**src/onoff_margin_map.vh**
```
`ifndef ONOFF_MARGIN_MAP_VH
`define ONOFF_MARGIN_MAP_VH
// =============================================================
// Command codes
`define CMD_RUN_MARGIN 8'h01
`define CMD_START_CFG 8'h02
`define CMD_WRITE_PROTECT 8'h10
// =============================================================
// Run-and-margin control fields
`define RUN_HI 7
`define RUN_LO 6
`define MARGIN_HI 5
`define MARGIN_LO 4
`define FAULT_HI 3
`define FAULT_LO 2
`define RUN_IMM_OFF 2'h0
`define RUN_SOFT_OFF 2'h1
`define RUN_ENABLE 2'h2
`define MARGIN_NOM 2'h0
`define MARGIN_LOW 2'h1
`define MARGIN_HIGH 2'h2
`define FAULT_IGNORE 2'h1
`define FAULT_ACT 2'h2
// =============================================================
// Start-source configuration fields
`define CFG_POWERUP 4
`define CFG_BUS_EN 3
`define CFG_PIN_EN 2
`define CFG_PIN_POL 1
`define CFG_PIN_FAST 0
`define CFG_USED_MASK 8'h1F
// =============================================================
// Write protect levels
`define WP_ALL 8'h80
`define WP_RUN_OK 8'h40
`define WP_CFG_OK 8'h20
// =============================================================
// Reset values (power-up restore defaults)
`define RST_RUN_MARGIN 8'h88
`define RST_START_CFG 8'h1E
`define RST_WRITE_PROTECT 8'h00
`endif

```
**src/onoff_margin_ctrl.v**
```verilog
`timescale 1ns/1ps
`include "onoff_margin_map.vh"
// Contract
// - Run-and-margin byte at code 0x01, read/write
// - Bits 7:6 select immediate/soft off or enable
// - Bits 5:4 select nominal, low or high margin
// - Fault field 01 ignores OV/UV while margined
// - Fault field 10 acts on OV/UV while margined
// - Start-source byte at code 0x02, read/write
// - Bit4 zero: start whenever input power present
// - Bit4 one: wait for enabled start sources
// - Bit3 zero: ignore bus on/off field
// - Bit3 one: run only when bus says run
// - Bit2 selects whether control pin is used
// - Bit1 sets control pin active polarity
// - Bit0 zero: pin turn-off is soft sequenced
// - Bit0 one: pin turn-off is immediate
// - Write protect levels gate command writes
//
module onoff_margin_ctrl (
    input wire core_clk_i,
    input wire rst_n_i,
    input wire cmd_wr_i,
    input wire [7:0] cmd_code_i,
    input wire [7:0] cmd_wdata_i,
    input wire [7:0] cmd_raddr_i,
    output reg [7:0] cmd_rdata_o,
    output wire cmd_wr_refused_o,
    input wire control_pin_i,
    input wire power_present_i,
    output reg out_enable_o,
    output reg soft_off_o,
    output reg fast_off_o,
    output reg [1:0] margin_sel_o,
    output reg margined_o,
    output reg ovuv_ignore_o
);
    // =============================================================
    // Stored command bytes
    reg [7:0] run_and_margin_control;
    reg [7:0] start_source_config;
    reg [7:0] write_protect;
    wire write_ok;

    cmd_write_gate u_gate (
        .cmd_i(cmd_code_i),
        .protect_i(write_protect),
        .allow_o(write_ok)
    );

    // Refusal is a combinational handshake answer for this write
    assign cmd_wr_refused_o = cmd_wr_i && !write_ok;

    // A reserved 11 leaves the stored two-bit field alone
    function [1:0] keep_field;
        input [1:0] old_f;
        input [1:0] new_f;
        begin
            if (new_f == 2'h3) begin
                keep_field = old_f;
            end else begin
                keep_field = new_f;
            end
        end
    endfunction

    // Merge a written byte: 11 in the run or margin field keeps the old field
    function [7:0] merge_run;
        input [7:0] old_v;
        input [7:0] new_v;
        begin
            merge_run = new_v;
            merge_run[`RUN_HI:`RUN_LO] = keep_field(old_v[`RUN_HI:`RUN_LO],
                new_v[`RUN_HI:`RUN_LO]);
            merge_run[`MARGIN_HI:`MARGIN_LO] = keep_field(old_v[`MARGIN_HI:`MARGIN_LO],
                new_v[`MARGIN_HI:`MARGIN_LO]);
        end
    endfunction

    // =============================================================
    // Command register writes; reset stands for the power-up restore
    wire wr_taken = cmd_wr_i && write_ok;
    wire wr_run = wr_taken && (cmd_code_i == `CMD_RUN_MARGIN);
    wire wr_cfg = wr_taken && (cmd_code_i == `CMD_START_CFG);
    wire wr_prot = wr_taken && (cmd_code_i == `CMD_WRITE_PROTECT);

    // Run-and-margin byte; reserved run and margin fields keep their old value
    always @(posedge core_clk_i or negedge rst_n_i) begin
        if (!rst_n_i) begin
            run_and_margin_control <= `RST_RUN_MARGIN;
        end else if (wr_run) begin
            run_and_margin_control <= merge_run(run_and_margin_control, cmd_wdata_i);
        end
    end

    // Start-source byte; only the five defined bits are stored
    always @(posedge core_clk_i or negedge rst_n_i) begin
        if (!rst_n_i) begin
            start_source_config <= `RST_START_CFG;
        end else if (wr_cfg) begin
            start_source_config <= cmd_wdata_i & `CFG_USED_MASK;
        end
    end

    // Protect level; always writable so a lock can be lifted again
    always @(posedge core_clk_i or negedge rst_n_i) begin
        if (!rst_n_i) begin
            write_protect <= `RST_WRITE_PROTECT;
        end else if (wr_prot) begin
            write_protect <= cmd_wdata_i;
        end
    end

    // =============================================================
    // Readback, registered; reads ignore write protection
    always @(posedge core_clk_i or negedge rst_n_i) begin
        if (!rst_n_i) begin
            cmd_rdata_o <= 8'h00;
        end else begin
            case (cmd_raddr_i)
                `CMD_RUN_MARGIN: cmd_rdata_o <= run_and_margin_control;
                `CMD_START_CFG: cmd_rdata_o <= start_source_config;
                `CMD_WRITE_PROTECT: cmd_rdata_o <= write_protect;
                default: cmd_rdata_o <= 8'h00;
            endcase
        end
    end

    // =============================================================
    // Pin synchronisers; pin and power come from outside the clock
    reg pin_meta;
    reg pin_sync;
    reg pwr_meta;
    reg pwr_sync;

    // Control pin, two stages before any logic reads it
    always @(posedge core_clk_i or negedge rst_n_i) begin
        if (!rst_n_i) begin
            pin_meta <= 1'b0;
            pin_sync <= 1'b0;
        end else begin
            pin_meta <= control_pin_i;
            pin_sync <= pin_meta;
        end
    end

    // Power flag; reset low so the output stays off until power is seen
    always @(posedge core_clk_i or negedge rst_n_i) begin
        if (!rst_n_i) begin
            pwr_meta <= 1'b0;
            pwr_sync <= 1'b0;
        end else begin
            pwr_meta <= power_present_i;
            pwr_sync <= pwr_meta;
        end
    end

    // =============================================================
    // Start-source evaluation
    wire [1:0] run_field = run_and_margin_control[`RUN_HI:`RUN_LO];
    wire [1:0] margin_field = run_and_margin_control[`MARGIN_HI:`MARGIN_LO];
    wire [1:0] fault_field = run_and_margin_control[`FAULT_HI:`FAULT_LO];
    wire pin_active = start_source_config[`CFG_PIN_POL] ? pin_sync : !pin_sync;
    wire pin_grant = !start_source_config[`CFG_PIN_EN] || pin_active;
    wire bus_grant = !start_source_config[`CFG_BUS_EN] || (run_field == `RUN_ENABLE);
    // Every enabled source must agree; with bit4 clear only power matters
    wire want_on = pwr_sync &&
        (!start_source_config[`CFG_POWERUP] || (pin_grant && bus_grant));
    // Which source is the one pulling the output down
    wire pin_stops = start_source_config[`CFG_POWERUP] && !pin_grant;
    wire bus_stops = start_source_config[`CFG_POWERUP] && !bus_grant;
    wire bus_fast = bus_stops && (run_field == `RUN_IMM_OFF);
    wire pin_fast = pin_stops && start_source_config[`CFG_PIN_FAST];
    wire next_fast = !want_on && (!pwr_sync || bus_fast || pin_fast);
    wire is_margined = (margin_field == `MARGIN_LOW) || (margin_field == `MARGIN_HIGH);

    // =============================================================
    // Next output values, settled before the register edge
    reg next_on;
    reg next_soft;
    reg [1:0] next_margin_sel;
    reg next_margined;
    reg next_ovuv_ignore;
    // Margin view only while on; off shows nominal
    always @* begin
        next_on = 1'b0;
        next_soft = 1'b0;
        next_margin_sel = `MARGIN_NOM;
        next_margined = 1'b0;
        next_ovuv_ignore = 1'b0;
        if (want_on) begin
            next_on = 1'b1;
            next_margin_sel = margin_field;
            next_margined = is_margined;
            // Fault masking only applies while margined
            next_ovuv_ignore = is_margined && (fault_field == `FAULT_IGNORE);
        end else begin
            // Fast wins when any stopping source demands it, the safer choice
            next_soft = !next_fast;
        end
    end

    // =============================================================
    // Output state, registered so the power stage sees clean levels
    always @(posedge core_clk_i or negedge rst_n_i) begin
        if (!rst_n_i) begin
            out_enable_o <= 1'b0;
            soft_off_o <= 1'b0;
            fast_off_o <= 1'b0;
            margin_sel_o <= 2'h0;
            margined_o <= 1'b0;
            ovuv_ignore_o <= 1'b0;
        end else begin
            out_enable_o <= next_on;
            fast_off_o <= next_fast;
            soft_off_o <= next_soft;
            margin_sel_o <= next_margin_sel;
            margined_o <= next_margined;
            ovuv_ignore_o <= next_ovuv_ignore;
        end
    end
endmodule

```
**src/cmd_write_gate.v**
```verilog
`timescale 1ns/1ps
`include "onoff_margin_map.vh"
// Decides whether a command write may land under write protection
module cmd_write_gate (
    input wire [7:0] cmd_i,
    input wire [7:0] protect_i,
    output wire allow_o
);
    // =============================================================
    // Protection decode
    wire is_wp = (cmd_i == `CMD_WRITE_PROTECT);
    wire is_run = (cmd_i == `CMD_RUN_MARGIN);
    wire is_cfg = (cmd_i == `CMD_START_CFG);
    // Protect command itself is always writable, else the lock is permanent
    assign allow_o = is_wp ||
        (protect_i == `WP_ALL ? 1'b0 :
         protect_i == `WP_RUN_OK ? is_run :
         protect_i == `WP_CFG_OK ? (is_run || is_cfg) : 1'b1);
endmodule

```
**config.mk**
```make
export PLATFORM = sky130hd
export DESIGN_NAME = onoff_margin_ctrl
export DESIGN_NICKNAME = d
export VERILOG_FILES = /design/src/onoff_margin_ctrl.v /design/src/cmd_write_gate.v
export VERILOG_INCLUDE_DIRS = /design/src
export SDC_FILE = /design/constraint.sdc
export NUM_CORES = 1
export LEC_CHECK = 0
export ABC_AREA = 1
export BUFFER_PORTS_ARGS = -buffer_cell sky130_fd_sc_hd__buf_2
export CAP_MARGIN = 5
export CELL_PAD_IN_SITES_DETAIL_PLACEMENT = 1
export CELL_PAD_IN_SITES_GLOBAL_PLACEMENT = 1
export CORE_MARGIN = 5
export CORE_UTILIZATION = 39
export DETAILED_ROUTE_END_ITERATION = 8
export PLACE_DENSITY = 0.84
export REMOVE_ABC_BUFFERS = 1
export SETUP_SLACK_MARGIN = 0.2
export SLEW_MARGIN = 10
export SYNTH_ARGS = -nofsm -noshare
export SYNTH_HDL_FRONTEND = slang
export SYNTH_HIERARCHICAL = 1
export SYNTH_SLANG_ARGS = --single-unit
```
**constraint.sdc**
```tcl
create_clock -name core_clk_i -period 1.9 [get_ports core_clk_i]
set_clock_uncertainty 0.15 [all_clocks]
set_input_delay 0.19 -clock core_clk_i [delete_from_list [all_inputs] [get_ports core_clk_i]]
set_output_delay 0.19 -clock core_clk_i [all_outputs]
set_load 0.01 [all_outputs]
```
==> results_dict.tcl <==
set metrics [dict create \
    clk_pin_slew_ps 80 \
    placed_area_um2 2260 \
    finalHoldViolations 0 \
    p_clk_frac 0.334 \
    vias 1807 \
    synth-edff-count 0 \
    grt_pass1_vias 1790 \
    synth_compound_area_frac 0.0754 \
    area_growth_pct 33.8 \
    clockBufferDepth 2 \
    ff_latch_area_um2 1010 \
    max_slew_margin 0.515 \
    start_util 0.409 \
    pin_count 45 \
    gr-total-overflow 0 \
    mappedNetlistArea_um2 1960 \
    fillers 594 \
    fin_crit_sh 1.11 \
    die_area_um2 6540 \
    grt.total_usage 0.166 \
    crit_buf_inv 2 \
    synth-simple-area-share 0.329 \
    ir_drop_v 0.000259 \
    met2WireLength_um 2980 \
    swShare 0.280 \
    core_area_um2 4790 \
    status "complete, but fails checks" \
    place_ws_ps 70.0 \
    gp_congestion 0.792 \
    wl_per_cell_um 16.0 \
    multiInputGateArea_um2 945 \
    fmax_ghz 0.473 \
    ys_ff_latch 40 \
    fin_area_um2 2620 \
    crit_fanout 8 \
    r2r_end "run_and_margin_control[2]$_DFFE_PN0P_" \
    reg2reg_depth 13 \
    ys_seq_area_frac 0.515 \
    vias_per_cell 4.99 \
    criticalPathCategory "flop to flop" \
    clock_latency_ps 300 \
    wl_um 5790 \
    syn_inst 230 \
    synth_top_family_by_area "simple AND/OR/NAND/NOR gates" \
    met1_length_um 2340 \
    synthXorXnorAreaFrac 0.00447 \
    cp_slowest_cell "dfrtp_1" \
    routed-wl-met3_um 250 \
    crit_family "simple AND/OR/NAND/NOR gates" \
    hold_depth 3 \
    seqPwrFrac 0.533 \
    yosys.area_share.adder 0 \
    async_flop_share 1.00 \
    fin_crit_ps 2110 \
    worstReg2RegStart "write_protect[7]$_DFFE_PN0P_" \
    worstMarginPinSlew_ps 725 \
    cts_tree "done" \
    route.detailed.drc 0 \
    drive_above_1_share 0.400 \
    die_h_um 80.9 \
    ant_nets 0 \
    setup_viol 22 \
    finalNetCount 323 \
    required_ps 1950 \
    antennaDiodeCount 0 \
    clock_sinks 40 \
    dpl.hpwl_um 3630 \
    worstSetupPathDepth 13 \
    numCtsBuffers 5 \
    end_kind "flop" \
    grt_antenna_before_repair 0 \
    intPower_mw 1.23 \
    leakagePower_nw 1.33 \
    hp-class "primary input to flop" \
    ys.warnings.count 6 \
    switchingPower_mw 0.479 \
    htreeDepth 2 \
    grt_pass1_wl_um 8480 \
    num_rows 25 \
    drt_pass1_iterations 4 \
    syn_area_per_cell_um2 8.52 \
    worst_hold_slack_ps 21.3 \
    port_buffers 44 \
    grt_max_degree 41 \
    cap_violations 0 \
    crit_start "write_protect[7]$_DFFE_PN0P_" \
    cp-start-kind "flop" \
    arrival_ps 2160 \
    die_w_um 80.9 \
    topRoutingLayerUsed "met4" \
    ys.flop_type "dfrtp_1" \
    finalWorstSetupSlack_ps -214 \
    violations "negative setup slack" \
    rsz0062_at_grt "yes" \
    critical_path.endpoint "run_and_margin_control[2]$_DFFE_PN0P_" \
    powerDensity_nw_per_um2 652 \
    ys_types 25 \
    crit_chain "inv_1, a21oi_1, nor2_1, nand2_1, nand2_1, nand2_1, nand2_1, inv_2, nand2_4, nor2_4, nand2_4, nand2_2, o21ai_2" \
    pwr-share-comb 0.133 \
    path_common_cell "nand2_1" \
    cts_root_buffer "clkbuf_8" \
    slew_violations 0 \
    synth_mux_area_frac 0 \
    max_stage_delay_ps 430 \
    reg2reg_slack_ps -210 \
    drt_iter0_drc 93 \
]
## synthesized netlist by cell type (2+ instances only)
master / n / area, µm²
a31oi_1: 2 / 12.5
buf_6: 2 / 22.5
dfrtp_1: 34 / 851
dfstp_2: 6 / 158
inv_1: 30 / 113
inv_2: 2 / 7.51
nand2_1: 55 / 206
nand2_2: 5 / 31.3
nand2_4: 2 / 22.5
nand3_1: 30 / 150
nand4_1: 4 / 25.0
nor2_1: 23 / 86.3
nor2_2: 3 / 18.8
nor2_4: 5 / 56.3
o21ai_0: 5 / 25.0
o21ai_2: 12 / 105
or2_1: 2 / 12.5
## worst min-delay path by stage
stage,from,end,slack [ps]
global placement,rst_n_i,out_enable_o$_DFF_PN0_,20
detailed placement,rst_n_i,margin_sel_o[0]$_DFF_PN0_,30
CTS,cmd_wdata_i[3],run_and_margin_control[3]$_DFFE_PN1P_,20
floorplan,rst_n_i,cmd_rdata_o[0]$_DFF_PN0_,-260
finish,cmd_wdata_i[6],run_and_margin_control[6]$_DFFE_PN0P_,20
global route,cmd_wdata_i[6],run_and_margin_control[6]$_DFFE_PN0P_,10
## what timing repair did
action                                  4_1_cts  5_1_grt
setup buffers                                 5        3
resized for setup                             6       35
cloned                                        0        2
pin swaps                                     4        8
endpoints found under the hold margin        43        0
endpoints found under the setup margin       22       22
hold buffers                                  4        0
## worst min-delay path: stages
cell and delay (ps):
buf_2 110, nand4_1 90, nand2_1 50
## flip-flops by register name (all words and copies together) (netlist names), 2 cells and up
signal / flops
cmd_rdata_o: 8
run_and_margin_control: 8
write_protect: 8
start_source_config: 5
margin_sel_o: 2
## cell usage in the layout (no fill, tap or decap), drive strengths merged, types with 2 or more instances in the layout
cell,netlist,final
nand2,62,64
and2,2,2
buf,3,54
clkinv,0,3
nand3,30,30
o21ai,17,17
or2,2,2
inv,32,32
clkbuf,0,5
a31oi,2,2
dfstp,6,6
dfrtp,34,34
dlygate4sd3,0,4
nand4,4,4
nor2,31,31
## through the flow
stage          setup TNS [ps]  std cells   util  power [mW]
4_1_cts                     0        357  0.512        1.68
3_5_place_dp                0        340  0.472        1.10
3_3_place_gp                0        340  0.472        1.09
2_1_floorplan               0        227      -        1.01
6_report                -2800        362  0.548        1.71
5_1_grt                 -4460        362  0.548        1.80
## final cells by class
type / count / share of cell area
clock buffer: 5 / 0.0262
clock inverter: 3 / 0.00716
inverter: 32 / 0.0520
multi-input combinational: 157 / 0.360
sequential: 40 / 0.385
tap: 67 / 0.0320
timing repair buffer: 58 / 0.137
## per-layer routing
layer	track usage	vias to the layer above
met5	0	-
met1	0.203	882
li1	-	857
met4	0.0557	0
met2	0.290	50
met3	0.0355	18
## logic make-up (layout without fill, tap and decap cells)
kind of cell    Yosys count  after routing
simple gates            134            136
flops                    40             40
buf+inv                  35             98
compound gates           20             20
xor+xnor                  1              1
## power by group through the flow
| stage | registers [mW] | clock network, mW | logic [mW] |
|---|---|---|---|
| finish | 0.911 | 0.570 | 0.227 |
| global placement | 0.922 | 0 | 0.173 |
| detailed placement | 0.923 | 0 | 0.179 |
| CTS | 0.907 | 0.574 | 0.197 |
| floorplan | 0.918 | 0 | 0.0905 |
| global route | 0.915 | 0.633 | 0.252 |
Power figures use the tool's default switching activity.
